==> src/romc_pkg.sv <==
// Shared constants and types for the reader operating-mode controller
package romc_pkg;
	typedef enum logic [2:0] {
		ROMC_STARTUP,
		ROMC_ACTIVE,
		ROMC_IDLE,
		ROMC_STANDBY,
		ROMC_SLEEP
	} romc_mode_t;

	typedef enum logic [1:0] {
		ROMC_LINK_CONFIG,
		ROMC_LINK_LISTEN
	} romc_link_t;

	// Host command codes
	localparam logic [3:0] ROMC_CMD_NOP      = 4'h0;
	localparam logic [3:0] ROMC_CMD_ACTIVATE = 4'h1;
	localparam logic [3:0] ROMC_CMD_IDLE     = 4'h2;
	localparam logic [3:0] ROMC_CMD_STANDBY  = 4'h3;
	localparam logic [3:0] ROMC_CMD_SLEEP    = 4'h4;
	localparam logic [3:0] ROMC_CMD_START    = 4'h5;
	localparam logic [3:0] ROMC_CMD_STOP     = 4'h6;
	localparam logic [3:0] ROMC_CMD_LAT_LOW  = 4'h7;
	localparam logic [3:0] ROMC_CMD_LAT_STD  = 4'h8;
	localparam logic [3:0] ROMC_CMD_POLL     = 4'h9;

	// Response status codes
	localparam logic [1:0] ROMC_RSP_OK      = 2'h0;
	localparam logic [1:0] ROMC_RSP_BADCMD  = 2'h1;
	localparam logic [1:0] ROMC_RSP_REFUSED = 2'h2;

	// Clock and wake latency
	localparam int ROMC_CLK_HZ          = 20_000_000;
	localparam int ROMC_WAKE_LOW_NS     = 1000;
	localparam int ROMC_WAKE_STD_NS     = 10000;
	localparam int ROMC_WAKE_LOW_CYC    = (ROMC_WAKE_LOW_NS * (ROMC_CLK_HZ / 1_000_000) + 999) / 1000;
	localparam int ROMC_WAKE_STD_CYC    = (ROMC_WAKE_STD_NS * (ROMC_CLK_HZ / 1_000_000) + 999) / 1000;
	localparam int ROMC_CNT_W           = 16;
	localparam int ROMC_GPIO_W          = 4;
	localparam logic                    ROMC_LAT_LOW_RST = 1'b0;
endpackage

==> src/romc_sync_if.sv <==
// Interface carrying synchronised pin levels and wake edges
`timescale 1ns/1ps
`default_nettype none
interface romc_sync_if #(parameter int GPIO_W = 4);
	logic              wake_lvl;
	logic              wake_rise;
	logic              gpio_event;
	logic [GPIO_W-1:0] gpio_lvl;
	modport src (output wake_lvl, output wake_rise, output gpio_event, output gpio_lvl);
	modport dst (input wake_lvl, input wake_rise, input gpio_event, input gpio_lvl);
endinterface
`default_nettype wire

==> src/romc_mode_ctrl.sv <==
// Operating-mode controller top: mode sequencing and host link states
`timescale 1ns/1ps
`default_nettype none
// Notes on behaviour
// - Four modes plus startup; changes from host commands, pins and reset.
// - Any reset or power-up enters startup running the bootstrap loader.
// - Startup holds while the wake pin stays high.
// - Wake pin low in startup moves the device to Idle.
// - Tag reading only in Active; suppressed elsewhere.
// - Host commands serviced only in Active and Idle.
// - Idle returns quickly to Active and resumes reading.
// - Standby wakes to Active on a gpio or wake pin event.
// - Sleep wakes to Active only on a wake pin event.
// - Idle has low-latency and standard-latency settings.
// - External reset pin resets the device through normal startup.
// - Configuration state pairs every host command with one response.
// - Start or stop command in configuration state moves the link into listen state.
module romc_mode_ctrl #(
	parameter int GPIO_W = romc_pkg::ROMC_GPIO_W,
	parameter int CNT_W  = romc_pkg::ROMC_CNT_W
) (
	input  wire logic              ref_clk,            // 20 MHz module clock
	input  wire logic              resetn,             // Power-up reset, active low
	input  wire logic              external_reset_pin_n, // Pin reset, active low
	input  wire logic              wake_pin,           // Wake pin, raw
	input  wire logic [GPIO_W-1:0] gpio_in,            // General inputs, raw
	input  wire logic              cmd_valid,          // Host command strobe
	input  wire logic [3:0]        cmd_code,           // Host command code
	output logic                   rsp_valid,          // Response strobe
	output logic [1:0]             rsp_status,         // Response status
	output romc_pkg::romc_mode_t   mode,               // Current mode
	output romc_pkg::romc_link_t   link_state,         // Host link state
	output logic                   bootstrap_active,   // Bootstrap running
	output logic                   read_enable,        // Tag reading allowed
	output logic                   host_if_enable,     // Command port open
	output logic                   idle_low_latency,   // Idle latency setting
	output logic                   report_valid        // Tag report to poll
);
	import romc_pkg::*;

	// Pin reset goes through two flops, then merges with the system reset
	logic pin_meta_r;
	logic pin_rst_r;
	always_ff @(posedge ref_clk) begin
		if (!resetn) begin
			pin_meta_r <= 1'b1;
			pin_rst_r  <= 1'b1;
		end else begin
			pin_meta_r <= external_reset_pin_n;
			pin_rst_r  <= pin_meta_r;
		end
	end
	wire rst_n = resetn & pin_rst_r;

	romc_sync_if #(.GPIO_W(GPIO_W)) sync_bus ();

	romc_pin_sync #(.GPIO_W(GPIO_W)) i_romc_pin_sync (
		.ref_clk  (ref_clk),
		.resetn   (rst_n),
		.wake_pin (wake_pin),
		.gpio_in  (gpio_in),
		.sync     (sync_bus.src)
	);

	romc_mode_t mode_r, mode_nxt;
	romc_link_t link_r, link_nxt;
	logic       lat_low_r, lat_low_nxt;
	logic       rsp_valid_r;
	logic [1:0] rsp_status_r, rsp_status_nxt;
	logic       report_r;

	wire in_service = (mode_r == ROMC_ACTIVE) || (mode_r == ROMC_IDLE);
	wire cmd_take   = cmd_valid && in_service;
	wire cmd_known  = (cmd_code <= ROMC_CMD_POLL);
	wire cmd_act    = cmd_take && (cmd_code == ROMC_CMD_ACTIVATE);
	wire tmr_busy;
	wire tmr_done;
	wire tmr_start  = (mode_r == ROMC_IDLE) && cmd_act && !tmr_busy;
	wire [CNT_W-1:0] tmr_load = lat_low_r ? CNT_W'(ROMC_WAKE_LOW_CYC)
	                                      : CNT_W'(ROMC_WAKE_STD_CYC);

	romc_wake_timer #(.CNT_W(CNT_W)) i_romc_wake_timer (
		.ref_clk (ref_clk),
		.resetn  (rst_n),
		.start   (tmr_start),
		.load    (tmr_load),
		.busy    (tmr_busy),
		.done    (tmr_done)
	);

	// Mode sequencing
	always_comb begin
		mode_nxt = mode_r;
		unique case (mode_r)
			ROMC_STARTUP: begin
				if (!sync_bus.wake_lvl)
					mode_nxt = ROMC_IDLE;
			end
			ROMC_IDLE: begin
				if (tmr_done)
					mode_nxt = ROMC_ACTIVE;
				else if (cmd_take && cmd_code == ROMC_CMD_STANDBY)
					mode_nxt = ROMC_STANDBY;
				else if (cmd_take && cmd_code == ROMC_CMD_SLEEP)
					mode_nxt = ROMC_SLEEP;
			end
			ROMC_ACTIVE: begin
				if (cmd_take && cmd_code == ROMC_CMD_IDLE)
					mode_nxt = ROMC_IDLE;
				else if (cmd_take && cmd_code == ROMC_CMD_STANDBY)
					mode_nxt = ROMC_STANDBY;
				else if (cmd_take && cmd_code == ROMC_CMD_SLEEP)
					mode_nxt = ROMC_SLEEP;
			end
			ROMC_STANDBY: begin
				if (sync_bus.wake_rise || sync_bus.gpio_event)
					mode_nxt = ROMC_ACTIVE;
			end
			ROMC_SLEEP: begin
				if (sync_bus.wake_rise)
					mode_nxt = ROMC_ACTIVE;
			end
			default: mode_nxt = ROMC_STARTUP;
		endcase
	end

	// Link state and latency setting
	always_comb begin
		link_nxt    = link_r;
		lat_low_nxt = lat_low_r;
		if (cmd_take && link_r == ROMC_LINK_CONFIG &&
		    (cmd_code == ROMC_CMD_START || cmd_code == ROMC_CMD_STOP))
			link_nxt = ROMC_LINK_LISTEN;
		else if (cmd_take && link_r == ROMC_LINK_LISTEN && cmd_code == ROMC_CMD_STOP)
			link_nxt = ROMC_LINK_CONFIG;
		if (cmd_take && cmd_code == ROMC_CMD_LAT_LOW)
			lat_low_nxt = 1'b1;
		else if (cmd_take && cmd_code == ROMC_CMD_LAT_STD)
			lat_low_nxt = 1'b0;
	end

	// Every accepted command gets exactly one response next cycle
	always_comb begin
		if (!cmd_known)
			rsp_status_nxt = ROMC_RSP_BADCMD;
		else if (cmd_code == ROMC_CMD_ACTIVATE && mode_r == ROMC_IDLE && tmr_busy)
			rsp_status_nxt = ROMC_RSP_REFUSED;
		else
			rsp_status_nxt = ROMC_RSP_OK;
	end

	always_ff @(posedge ref_clk) begin
		if (!rst_n) begin
			mode_r       <= ROMC_STARTUP;
			link_r       <= ROMC_LINK_CONFIG;
			lat_low_r    <= ROMC_LAT_LOW_RST;
			rsp_valid_r  <= 1'b0;
			rsp_status_r <= ROMC_RSP_OK;
		end else begin
			mode_r       <= mode_nxt;
			link_r       <= link_nxt;
			lat_low_r    <= lat_low_nxt;
			rsp_valid_r  <= cmd_take;
			rsp_status_r <= cmd_take ? rsp_status_nxt : rsp_status_r;
		end
	end

	// Report flag: set by a wake edge in Active listen, cleared by a poll; set wins
	wire report_set = (mode_r == ROMC_ACTIVE) && (link_r == ROMC_LINK_LISTEN) && sync_bus.wake_rise;
	wire report_clr = cmd_take && cmd_code == ROMC_CMD_POLL;
	always_ff @(posedge ref_clk) begin
		if (!rst_n) begin
			report_r <= 1'b0;
		end else begin
			report_r <= report_set | (report_r & ~report_clr);
		end
	end

	// Registered outputs
	logic out_boot_r, out_read_r, out_host_r;
	always_ff @(posedge ref_clk) begin
		if (!rst_n) begin
			out_boot_r <= 1'b1;
			out_read_r <= 1'b0;
			out_host_r <= 1'b0;
		end else begin
			out_boot_r <= (mode_nxt == ROMC_STARTUP);
			out_read_r <= (mode_nxt == ROMC_ACTIVE);
			out_host_r <= (mode_nxt == ROMC_ACTIVE) || (mode_nxt == ROMC_IDLE);
		end
	end

	assign mode             = mode_r;
	assign link_state       = link_r;
	assign bootstrap_active = out_boot_r;
	assign read_enable      = out_read_r;
	assign host_if_enable   = out_host_r;
	assign idle_low_latency = lat_low_r;
	assign rsp_valid        = rsp_valid_r;
	assign rsp_status       = rsp_status_r;
	assign report_valid     = report_r;

	// Cycles since the wake timer started, and the setting it started with
	localparam int WAKE_STD_MAX = ROMC_WAKE_STD_CYC + 2;
	localparam int WAKE_LOW_MAX = ROMC_WAKE_LOW_CYC + 2;
	logic [CNT_W-1:0] wake_age_r;
	logic             wake_lat_r;
	always_ff @(posedge ref_clk) begin
		if (!rst_n) begin
			wake_age_r <= '0;
			wake_lat_r <= 1'b0;
		end else if (tmr_start) begin
			wake_age_r <= CNT_W'(1);
			wake_lat_r <= lat_low_r;
		end else if (wake_age_r != '1) begin
			wake_age_r <= wake_age_r + CNT_W'(1);
		end
	end
	// Timer load plus one edge for the done pulse and one for the mode register
	wire [CNT_W-1:0] wake_age_exp = wake_lat_r ? CNT_W'(ROMC_WAKE_LOW_CYC + 2)
	                                           : CNT_W'(ROMC_WAKE_STD_CYC + 2);

	a_read_only_active: assert property (@(posedge ref_clk) disable iff (!rst_n)
		read_enable |-> mode == ROMC_ACTIVE)
		else $error("reading outside Active");
	a_read_when_active: assert property (@(posedge ref_clk) disable iff (!rst_n)
		mode == ROMC_ACTIVE |-> read_enable)
		else $error("Active without reading enabled");
	a_no_rsp_sleep: assert property (@(posedge ref_clk) disable iff (!rst_n)
		cmd_valid && (mode == ROMC_STANDBY || mode == ROMC_SLEEP) |=> !rsp_valid)
		else $error("command answered in low power mode");
	a_host_if_modes: assert property (@(posedge ref_clk) disable iff (!rst_n)
		host_if_enable == (mode == ROMC_ACTIVE || mode == ROMC_IDLE))
		else $error("command port enable disagrees with mode");
	a_cmd_port_open: assert property (@(posedge ref_clk) disable iff (!rst_n)
		rsp_valid |-> $past(host_if_enable))
		else $error("response while command port closed");
	a_rsp_paired: assert property (@(posedge ref_clk) disable iff (!rst_n)
		rsp_valid == $past(cmd_take))
		else $error("response not paired with command");
	a_badcmd_status: assert property (@(posedge ref_clk) disable iff (!rst_n)
		cmd_take && cmd_code > ROMC_CMD_POLL |=> rsp_status == ROMC_RSP_BADCMD)
		else $error("unknown command not answered as bad");
	a_refused_busy: assert property (@(posedge ref_clk) disable iff (!rst_n)
		cmd_act && mode == ROMC_IDLE && tmr_busy |=> rsp_status == ROMC_RSP_REFUSED)
		else $error("activate during wake wait not refused");
	a_boot_in_startup: assert property (@(posedge ref_clk) disable iff (!rst_n)
		bootstrap_active == (mode == ROMC_STARTUP))
		else $error("bootstrap flag disagrees with mode");
	a_startup_holds: assert property (@(posedge ref_clk) disable iff (!rst_n)
		mode == ROMC_STARTUP && sync_bus.wake_lvl |=> mode == ROMC_STARTUP)
		else $error("startup left with wake high");
	a_startup_exit: assert property (@(posedge ref_clk) disable iff (!rst_n)
		mode == ROMC_STARTUP && !sync_bus.wake_lvl |=> mode == ROMC_IDLE)
		else $error("startup not left for Idle");
	a_startup_to_idle: assert property (@(posedge ref_clk) disable iff (!rst_n)
		mode == ROMC_STARTUP |=> mode == ROMC_STARTUP || mode == ROMC_IDLE)
		else $error("startup left for a mode other than Idle");
	a_active_entry: assert property (@(posedge ref_clk) disable iff (!rst_n)
		mode == ROMC_ACTIVE && $past(mode) != ROMC_ACTIVE |-> $past(mode) != ROMC_STARTUP)
		else $error("Active entered straight from startup");
	a_idle_to_active: assert property (@(posedge ref_clk) disable iff (!rst_n)
		mode == ROMC_ACTIVE && $past(mode) == ROMC_IDLE |-> $past(tmr_done))
		else $error("Idle left for Active without wake timer");
	a_idle_wake_time: assert property (@(posedge ref_clk) disable iff (!rst_n)
		tmr_start && !lat_low_r |-> ##[1:WAKE_STD_MAX] tmr_done)
		else $error("standard wake timer too slow");
	a_idle_wake_low: assert property (@(posedge ref_clk) disable iff (!rst_n)
		tmr_start && lat_low_r |-> ##[1:WAKE_LOW_MAX] tmr_done)
		else $error("low latency wake timer too slow");
	a_wake_latency: assert property (@(posedge ref_clk) disable iff (!rst_n)
		mode == ROMC_ACTIVE && $past(mode) == ROMC_IDLE |-> wake_age_r == wake_age_exp)
		else $error("Idle to Active latency wrong for setting");
	a_standby_wakes: assert property (@(posedge ref_clk) disable iff (!rst_n)
		mode == ROMC_STANDBY && (sync_bus.gpio_event || sync_bus.wake_rise) |=> mode == ROMC_ACTIVE)
		else $error("Standby missed wake event");
	a_standby_holds: assert property (@(posedge ref_clk) disable iff (!rst_n)
		mode == ROMC_STANDBY && !sync_bus.gpio_event && !sync_bus.wake_rise |=> mode == ROMC_STANDBY)
		else $error("Standby left without event");
	a_sleep_gpio_ignored: assert property (@(posedge ref_clk) disable iff (!rst_n)
		mode == ROMC_SLEEP && !sync_bus.wake_rise |=> mode == ROMC_SLEEP)
		else $error("Sleep left without wake edge");
	a_sleep_wakes: assert property (@(posedge ref_clk) disable iff (!rst_n)
		mode == ROMC_SLEEP && sync_bus.wake_rise |=> mode == ROMC_ACTIVE)
		else $error("Sleep missed wake edge");
	a_listen_on_start: assert property (@(posedge ref_clk) disable iff (!rst_n)
		cmd_take && link_r == ROMC_LINK_CONFIG && cmd_code == ROMC_CMD_START |=> link_state == ROMC_LINK_LISTEN)
		else $error("start did not enter listen");
	a_listen_on_stop: assert property (@(posedge ref_clk) disable iff (!rst_n)
		cmd_take && link_r == ROMC_LINK_CONFIG && cmd_code == ROMC_CMD_STOP |=> link_state == ROMC_LINK_LISTEN)
		else $error("stop in config did not enter listen");
	a_config_on_stop: assert property (@(posedge ref_clk) disable iff (!rst_n)
		cmd_take && link_r == ROMC_LINK_LISTEN && cmd_code == ROMC_CMD_STOP |=> link_state == ROMC_LINK_CONFIG)
		else $error("stop in listen did not return to config");
	a_link_stable: assert property (@(posedge ref_clk) disable iff (!rst_n)
		!cmd_take |=> $stable(link_state))
		else $error("link state moved without a command");
	a_lat_stable: assert property (@(posedge ref_clk) disable iff (!rst_n)
		!cmd_take |=> $stable(idle_low_latency))
		else $error("latency setting moved without a command");
	a_lat_low_set: assert property (@(posedge ref_clk) disable iff (!rst_n)
		cmd_take && cmd_code == ROMC_CMD_LAT_LOW |=> idle_low_latency)
		else $error("low latency not selected");
	a_lat_std_set: assert property (@(posedge ref_clk) disable iff (!rst_n)
		cmd_take && cmd_code == ROMC_CMD_LAT_STD |=> !idle_low_latency)
		else $error("standard latency not selected");
	a_report_set: assert property (@(posedge ref_clk) disable iff (!rst_n)
		report_set |=> report_valid)
		else $error("tag report not flagged");
	a_report_poll: assert property (@(posedge ref_clk) disable iff (!rst_n)
		report_clr && !report_set |=> !report_valid)
		else $error("poll did not collect the report");
	a_reset_startup: assert property (@(posedge ref_clk)
		!rst_n |=> mode == ROMC_STARTUP)
		else $error("reset did not enter startup");
endmodule
`default_nettype wire

==> src/romc_pin_sync.sv <==
// Two-stage pin synchronisers with wake and gpio edge detect
`timescale 1ns/1ps
`default_nettype none
module romc_pin_sync #(
	parameter int GPIO_W = 4
) (
	input  wire logic              ref_clk,  // Module clock
	input  wire logic              resetn,   // Sync reset, active low
	input  wire logic              wake_pin, // Raw wake pin
	input  wire logic [GPIO_W-1:0] gpio_in,  // Raw general inputs
	romc_sync_if.src               sync      // Synchronised outputs
);
	logic [GPIO_W:0] meta_r;
	logic [GPIO_W:0] stab_r;
	logic [GPIO_W:0] prev_r;

	always_ff @(posedge ref_clk) begin
		if (!resetn) begin
			// Wake reads high until really sampled, so startup never sees a false low
			meta_r <= {1'b1, {GPIO_W{1'b0}}};
			stab_r <= {1'b1, {GPIO_W{1'b0}}};
			prev_r <= {1'b1, {GPIO_W{1'b0}}};
		end else begin
			meta_r <= {wake_pin, gpio_in};
			stab_r <= meta_r;
			prev_r <= stab_r;
		end
	end

	assign sync.wake_lvl   = stab_r[GPIO_W];
	assign sync.wake_rise  = stab_r[GPIO_W] & ~prev_r[GPIO_W];
	assign sync.gpio_event = |(stab_r[GPIO_W-1:0] ^ prev_r[GPIO_W-1:0]);
	assign sync.gpio_lvl   = stab_r[GPIO_W-1:0];

	a_wake_rise_single: assert property (@(posedge ref_clk) disable iff (!resetn)
		sync.wake_rise |=> !sync.wake_rise)
		else $error("wake edge longer than one cycle");
endmodule
`default_nettype wire

==> src/romc_wake_timer.sv <==
// Wake latency counter for the return from Idle to Active
`timescale 1ns/1ps
`default_nettype none
module romc_wake_timer #(
	parameter int CNT_W = 16
) (
	input  wire logic             ref_clk, // Module clock
	input  wire logic             resetn,  // Sync reset, active low
	input  wire logic             start,   // Load count, one pulse
	input  wire logic [CNT_W-1:0] load,    // Cycles to wait
	output logic                  busy,    // Counting
	output logic                  done     // Expiry pulse
);
	logic [CNT_W-1:0] cnt_r;
	logic             busy_r;
	logic             done_r;
	wire              last = busy_r && (cnt_r <= {{(CNT_W-1){1'b0}}, 1'b1});

	always_ff @(posedge ref_clk) begin
		if (!resetn) begin
			cnt_r  <= '0;
			busy_r <= 1'b0;
			done_r <= 1'b0;
		end else begin
			done_r <= last;
			if (start) begin
				cnt_r  <= load;
				busy_r <= 1'b1;
			end else if (last) begin
				cnt_r  <= '0;
				busy_r <= 1'b0;
			end else if (busy_r) begin
				cnt_r <= cnt_r - {{(CNT_W-1){1'b0}}, 1'b1};
			end
		end
	end

	assign busy = busy_r;
	assign done = done_r;
endmodule
`default_nettype wire
==> config.mk <==
export PLATFORM = sky130hd
export DESIGN_NAME = romc_mode_ctrl
export DESIGN_NICKNAME = d
export VERILOG_FILES = /design/src/romc_pkg.sv /design/src/romc_sync_if.sv /design/src/romc_mode_ctrl.sv /design/src/romc_pin_sync.sv /design/src/romc_wake_timer.sv
export SDC_FILE = /design/constraint.sdc
export NUM_CORES = 1
export LEC_CHECK = 0
export CAP_MARGIN = 20
export CORE_UTILIZATION = 45
export CTS_CLUSTER_DIAMETER = 50
export DETAILED_ROUTE_END_ITERATION = 10
export DONT_BUFFER_PORTS = 1
export HOLD_SLACK_MARGIN = 0.12
export PLACE_DENSITY = 0.7
export SYNTH_ARGS = -nofsm -noshare
export SYNTH_HDL_FRONTEND = slang
export SYNTH_SLANG_ARGS = --single-unit
==> constraint.sdc <==
create_clock -name ref_clk -period 5.6 [get_ports ref_clk]
set_input_delay 0.28 -clock ref_clk [delete_from_list [all_inputs] [get_ports ref_clk]]
set_output_delay 0.28 -clock ref_clk [all_outputs]
set_load 0.03 [all_outputs]
==> results of run 1 <==
-- path summary, 6_finish.rpt --
check / start / to / slack, ns / depth (start not counted)
hold / removal: resetn / i_romc_pin_sync.stab_r[2] / 0.13 / 1
setup / recovery: i_romc_wake_timer.cnt_r[9] / i_romc_wake_timer.cnt_r[4] / 2.80 / 5
setup reg to reg: i_romc_wake_timer.cnt_r[9] / i_romc_wake_timer.cnt_r[4] / 2.80 / 5
hold reg to reg: pin_meta_r / pin_rst_r / 0.41 / 1
-- cell usage after synthesis (3+ instances only) --
cell type   n  area (um^2)
inv_1       8         30.0
dfxtp_1    47          941
nand3b_1    3         22.5
nor2_1     18         67.6
nand2b_1    8         50.1
and2_1      3         18.8
clkbuf_1    8         30.0
and3_1     13         81.3
a32o_1      6         60.1
a21oi_1    14         70.1
o31ai_1     3         22.5
xor2_1      5         43.8
or2_2       4         25.0
a31oi_1     6         37.5
nand3_1     5         25.0
nor4_1      5         31.3
nor3_1      8         40.0
o21ai_0     8         40.0
or4_2       5         43.8
nand2_1    15         56.3
-- routing by layer --
metal	GRT usage	vias up	wire length [um]
met4	0.0600	0	34
met1	0.227	792	2020
met3	0.0442	4	242
li1	-	877	-
met2	0.286	43	1890
met5	0	-	0
-- state kept, by name (all words and copies together) (netlist names) --
name	count
i_romc_pin_sync.meta_r	5
rsp_status	2
mode	3
i_romc_wake_timer.cnt_r	16
pin_rst_r	1
i_romc_wake_timer.done	1
read_enable	1
rsp_valid	1
link_state	1
i_romc_pin_sync.prev_r	5
i_romc_wake_timer.busy	1
idle_low_latency	1
report_valid	1
host_if_enable	1
i_romc_pin_sync.stab_r	5
bootstrap_active	1
pin_meta_r	1
-- report_power, final --
group / switching [uW] / leakage [uW] / total [uW] / internal (uW)
registers: 6.11 / 0.000382 / 346 / 340
logic: 15.5 / 0.000505 / 27.9 / 12.4
clock network: 120 / 0.0000452 / 211 / 91.1
-- through the flow --
| stage | setup slack (ns) | hold WS (ns) | power, uW | util |
|---|---|---|---|---|
| floorplan | 3.43 | 0.353 | 377 | - |
| global placement | 2.93 | 0.355 | 379 | 0.483 |
| detailed placement | 2.89 | 0.359 | 379 | 0.483 |
| CTS | 2.86 | 0.121 | 591 | 0.513 |
| global route | 2.68 | 0.120 | 609 | 0.515 |
| finish | 2.80 | 0.127 | 586 | 0.515 |
-- area by class of cell --
| cell class | count | area share |
|---|---|---|
| multi-input cells | 170 | 0.485 |
| well taps | 52 | 0.0284 |
| clock buffers | 5 | 0.0300 |
| repair buffers | 5 | 0.0218 |
| inverters | 8 | 0.0131 |
| clock inverters | 3 | 0.0109 |
| flip-flops and latches | 47 | 0.411 |
-- cells by family after synthesis --
| logic type | Yosys count | synth area share |
|---|---|---|
| fa+ha+maj | 2 | 0.0117 |
| other cells | 1 | 0.00176 |
| xor+xnor | 7 | 0.0287 |
| mux | 1 | 0.00469 |
| buf+inv | 20 | 0.0392 |
| simple gates | 102 | 0.281 |
| flops | 47 | 0.441 |
| compound gates | 57 | 0.192 |
-- cells in the final DEF, fill, tap and decap left out, types with 2 or more instances in the layout --
master / netlist / layout
a211oi_1: 2 / 2
a21boi_0: 2 / 2
a21oi_1: 14 / 14
a31oi_1: 6 / 6
a32o_1: 6 / 6
and2_1: 3 / 3
and3_1: 13 / 13
clkbuf_8: 0 / 5
dfxtp_1: 47 / 47
dlygate4sd3_1: 0 / 5
ha_1: 2 / 2
inv_1: 8 / 8
inv_6: 0 / 2
nand2_1: 15 / 15
nand2b_1: 8 / 8
nand3_1: 5 / 5
nand3b_1: 3 / 3
nand4_1: 2 / 2
nand4b_1: 2 / 2
nor2_1: 18 / 18
nor3_1: 8 / 8
nor4_1: 5 / 5
o21ai_0: 8 / 8
o311ai_0: 2 / 2
o31ai_1: 3 / 3
o32a_1: 2 / 2
or2_2: 4 / 4
or3_2: 2 / 2
or4_2: 5 / 5
xnor2_1: 2 / 2
xor2_1: 5 / 5
==> results.json, run 1 <==
{
  "maxSlewViolCount": 0,
  "io_pins": 26,
  "clockRootBuffer": "clkbuf_8",
  "fin_area_mm2": 0.00229,
  "track_usage": 0.175,
  "post_cts_buffers": 0,
  "finalCritPeriodShare": 0.501,
  "min_period_ns": 2.80,
  "cts_buffer_depth": 2,
  "synth_edf_count": 0,
  "worstMarginPinSlew_ns": 1.03,
  "cp.arrival_ns": 3.00,
  "setup_viol": 0,
  "dieHeight_um": 70.9,
  "grt_max_degree": 24,
  "p_per_area_mw_per_mm2": 256,
  "port_buffers": 0,
  "synth_cell_types": 55,
  "min_path_type": "input pin to register",
  "viasPerCell": 5.92,
  "drc": 2,
  "overflow": 0,
  "die_w_um": 70.9,
  "antenna_cells": 0,
  "nets": 252,
  "synth_async_sr_flop_share": 0,
  "die-area_mm2": 0.00503,
  "critical_path.slowest_cell": "o41ai_2",
  "crit_family": "compound AO/OA/AOI/OAI gates",
  "placed_area_mm2": 0.00215,
  "tns_ns": 0,
  "avgSynthCellArea_um2": 9.01,
  "row_count": 24,
  "worstPathMaxFanout": 12,
  "synth_nets": 252,
  "core_area_mm2": 0.00444,
  "num_vias": 1716,
  "cp_cell_sequence": "or3_4, or4_4, o41ai_2, o21ai_0, a32o_1",
  "drt_iter0_markers": 154,
  "areaGrowthSynthToFinish_pct": 7.26,
  "grt_pass1_wl_mm": 7.11,
  "postCtsHoldBufs": 4,
  "synth_warnings": 0,
  "wl_per_cell_um": 14.5,
  "gp_congestion": 0.810,
  "rsz0062_at_grt": "false",
  "grt_antenna_before_repair": 0,
  "status": "finished, violations left",
  "seq_area_frac_synth": 0.441,
  "skew_ns": 0.00902,
  "slowest_delay_ns": 0.94,
  "cts_resized": 0,
  "cts_buffers": 5,
  "max_slew_margin": 0.304,
  "endpoint_kind": "register",
  "initial_core_util": 0.481,
  "cts_tree": "built",
  "cellLeakagePower_uw": 0.000932,
  "hold_violations": 0,
  "dp_cells": 277,
  "clk_pin_slew_ns": 0.10,
  "detail-route-antenna-nets": 0,
  "netlist_area_mm2": 0.00214,
  "ys.flop_type": "dfxtp_1",
  "cts_sinks": 47,
  "fill_cells": 446,
  "ff_latch_area_um2": 941,
  "critical_path_buf_inv_count": 0,
  "h-tree-depth": 2,
  "violations": "DRC",
  "totalWireLength_mm": 4.19,
  "stdcell_count": 290,
  "criticalPathCategory": "register to register",
  "vdd.ir_drop.worst_mv": 0.221,
  "grt_pass1_vias": 1614,
  "max_cap_viol_count": 0,
  "syn_inst": 237,
  "drt_pass1_iterations": 9,
  "clkLatencyLatePin_ns": 0.30,
  "post-dp-hpwl_mm": 2.79,
  "layout-drive-gt1-share": 0.101,
  "multi_input_area_mm2": 0.00111,
  "crit_path_start_kind": "register",
  "fmax_ghz": 0.357,
  "ys_ff_latch": 47,
  "worstPathRequired_ns": 5.80
}
Note: power is estimated with default switching activity, not from simulation.
==> run 2, diff against run 1 <==
--- a/config.mk
+++ b/config.mk
@@ -11,7 +11,7 @@
 export DETAILED_ROUTE_END_ITERATION = 10
 export DONT_BUFFER_PORTS = 1
 export HOLD_SLACK_MARGIN = 0.12
-export PLACE_DENSITY = 0.7
+export PLACE_DENSITY = 0.72
 export SYNTH_ARGS = -nofsm -noshare
 export SYNTH_HDL_FRONTEND = slang
 export SYNTH_SLANG_ARGS = --single-unit
==> constraint.sdc (replaced) <==
create_clock -name ref_clk -period 2.28 [get_ports ref_clk]
set_input_delay 0.114 -clock ref_clk [delete_from_list [all_inputs] [get_ports ref_clk]]
set_output_delay 0.114 -clock ref_clk [all_outputs]
set_load 0.03 [all_outputs]
==> run 2 against run 1 <==
The flow still finishes with violations (DRC). Register-to-register slack lost 2.7 ns. Hold slack gained 0.044 ns. Wire length grew 11%. Via count grew 9.7%. Core utilization grew 4.3 points. Global-route usage grew 2.8 points. Setup slack lost 2.7 ns. Die area is the same. Clock power grew 140%. Total power grew 150%.
==> results.json, run 2 (synthesis results as in run 1) <==
{
  "drt_pass1_iterations": 9,
  "initial_core_util": 0.481,
  "layout-drive-gt1-share": 0.158,
  "port_buffers": 0,
  "ff_latch_area_um2": 942,
  "grt_antenna_before_repair": 0,
  "max_cap_viol_count": 0,
  "dieHeight_um": 70.9,
  "h-tree-depth": 2,
  "rsz0062_at_grt": "true",
  "hold_violations": 0,
  "cp.arrival_ns": 2.41,
  "multi_input_area_mm2": 0.00113,
  "tns_ns": 0,
  "row_count": 24,
  "drc": 2,
  "post_cts_buffers": 0,
  "min_path_type": "input pin to register",
  "min_period_ns": 2.21,
  "areaGrowthSynthToFinish_pct": 16.3,
  "clkLatencyLatePin_ns": 0.31,
  "max_slew_margin": 0.422,
  "cellLeakagePower_uw": 0.00106,
  "fmax_ghz": 0.453,
  "setup_viol": 0,
  "vdd.ir_drop.worst_mv": 0.490,
  "post-dp-hpwl_mm": 3.17,
  "worstMarginPinSlew_ns": 0.862,
  "cts_buffer_depth": 2,
  "cts_buffers": 5,
  "top_register": "i_romc_wake_timer.cnt_r",
  "final_cell_mix": "46 x dfxtp_1, 18 x nor2_1, 15 x nand2_1",
  "wl_per_cell_um": 15.0,
  "detail-route-antenna-nets": 0,
  "grt_max_degree": 17,
  "grt_pass1_wl_mm": 8.02,
  "overflow": 0,
  "skew_ns": 0.00473,
  "status": "finished, violations left",
  "io_pins": 26,
  "die-area_mm2": 0.00503,
  "gp_congestion": 0.888,
  "die_w_um": 70.9,
  "core_area_mm2": 0.00444,
  "share_seq_of_total_power": 0.585,
  "grt_pass1_vias": 1758,
  "largest_reg_flops": 16,
  "cts_sinks": 47,
  "comb_power_share": 0.062,
  "p_sw_uw": 354,
  "criticalPathCategory": "register to register",
  "fin_area_mm2": 0.00248,
  "worstPathRequired_ns": 2.49,
  "internal_power_uw": 1100,
  "clk_pin_slew_ns": 0.09,
  "worstPathMaxFanout": 10,
  "num_vias": 1883,
  "drt_iter0_markers": 171,
  "mostFrequentLayoutCell": "dfxtp_1",
  "violations": "DRC",
  "totalWireLength_mm": 4.67,
  "viasPerCell": 6.05,
  "placed_area_mm2": 0.00225,
  "fill_cells": 412,
  "clockRootBuffer": "clkbuf_8",
  "endpoint_kind": "register",
  "nets": 273,
  "switching_share": 0.244,
  "maxSlewViolCount": 0,
  "pwr-share-clk": 0.354,
  "crit_path_start_kind": "register",
  "finalCritPeriodShare": 0.967,
  "track_usage": 0.203,
  "p_per_area_mw_per_mm2": 584,
  "antenna_cells": 0,
  "cts_tree": "built"
}
run 2: repair_timing:
item	in CTS	in global routing
endpoints found under the hold margin	20	0
hold buffers	12	0
endpoints found under the setup margin	0	7
resized for setup	0	6
run 2: stage by stage:
| stage | cells | total power [uW] | setup slack, ns | util | hold WS, ns |
|---|---|---|---|---|---|
| 2_1_floorplan | 237 | 926 | 0.106 | - | 0.187 |
| 3_3_place_gp | 291 | 935 | 0.0923 | 0.507 | 0.190 |
| 3_5_place_dp | 291 | 936 | 0.0436 | 0.507 | 0.192 |
| 4_1_cts | 311 | 1470 | 0.0289 | 0.554 | 0.159 |
| 5_1_grt | 311 | 1520 | -0.0241 | 0.559 | 0.184 |
| 6_report | 311 | 1450 | 0.0748 | 0.559 | 0.171 |
run 2: path summary, 6_finish.rpt:
check,from,slack [ns],endpoint,cells after the start
worst max register to register,i_romc_wake_timer.cnt_r[9],0.07,i_romc_wake_timer.cnt_r[10],6
worst min register to register,i_romc_pin_sync.meta_r[4],0.41,i_romc_pin_sync.stab_r[4],1
worst max-delay path,i_romc_wake_timer.cnt_r[9],0.07,i_romc_wake_timer.cnt_r[10],6
worst min-delay path,cmd_valid,0.17,rsp_valid,3
run 2: worst max-delay path: stages (launching register included):
cell and delay [ns]:
dfxtp_2 0.33, or3_4 0.39, or4_4 0.47, o41ai_4 0.40, buf_6 0.19, nor3_1 0.05
a211o_1 0.27
run 2: power groups by stage:
stage | sequential [uW] | clock, uW | combinational [uW]
global placement | 868 | 0 | 67.7
detailed placement | 868 | 0 | 68.2
finish | 848 | 513 | 89.4
CTS | 849 | 530 | 88.7
global route | 851 | 569 | 98.6
floorplan | 867 | 0 | 59.4
run 2: area by class of cell:
cell class | count | share of cell area
clock inverters | 3 | 0.00907
flip-flops and latches | 47 | 0.379
clock buffers | 5 | 0.0277
inverters | 8 | 0.0121
multi-input cells | 170 | 0.453
repair buffers | 26 | 0.0922
well taps | 52 | 0.0262
run 2: metal layers:
| layer | wire [um] | global-route usage |
|---|---|---|
| met5 | 0 | 0 |
| met4 | 81 | 0.0600 |
| met3 | 263 | 0.0627 |
| met2 | 2160 | 0.317 |
| met1 | 2170 | 0.271 |
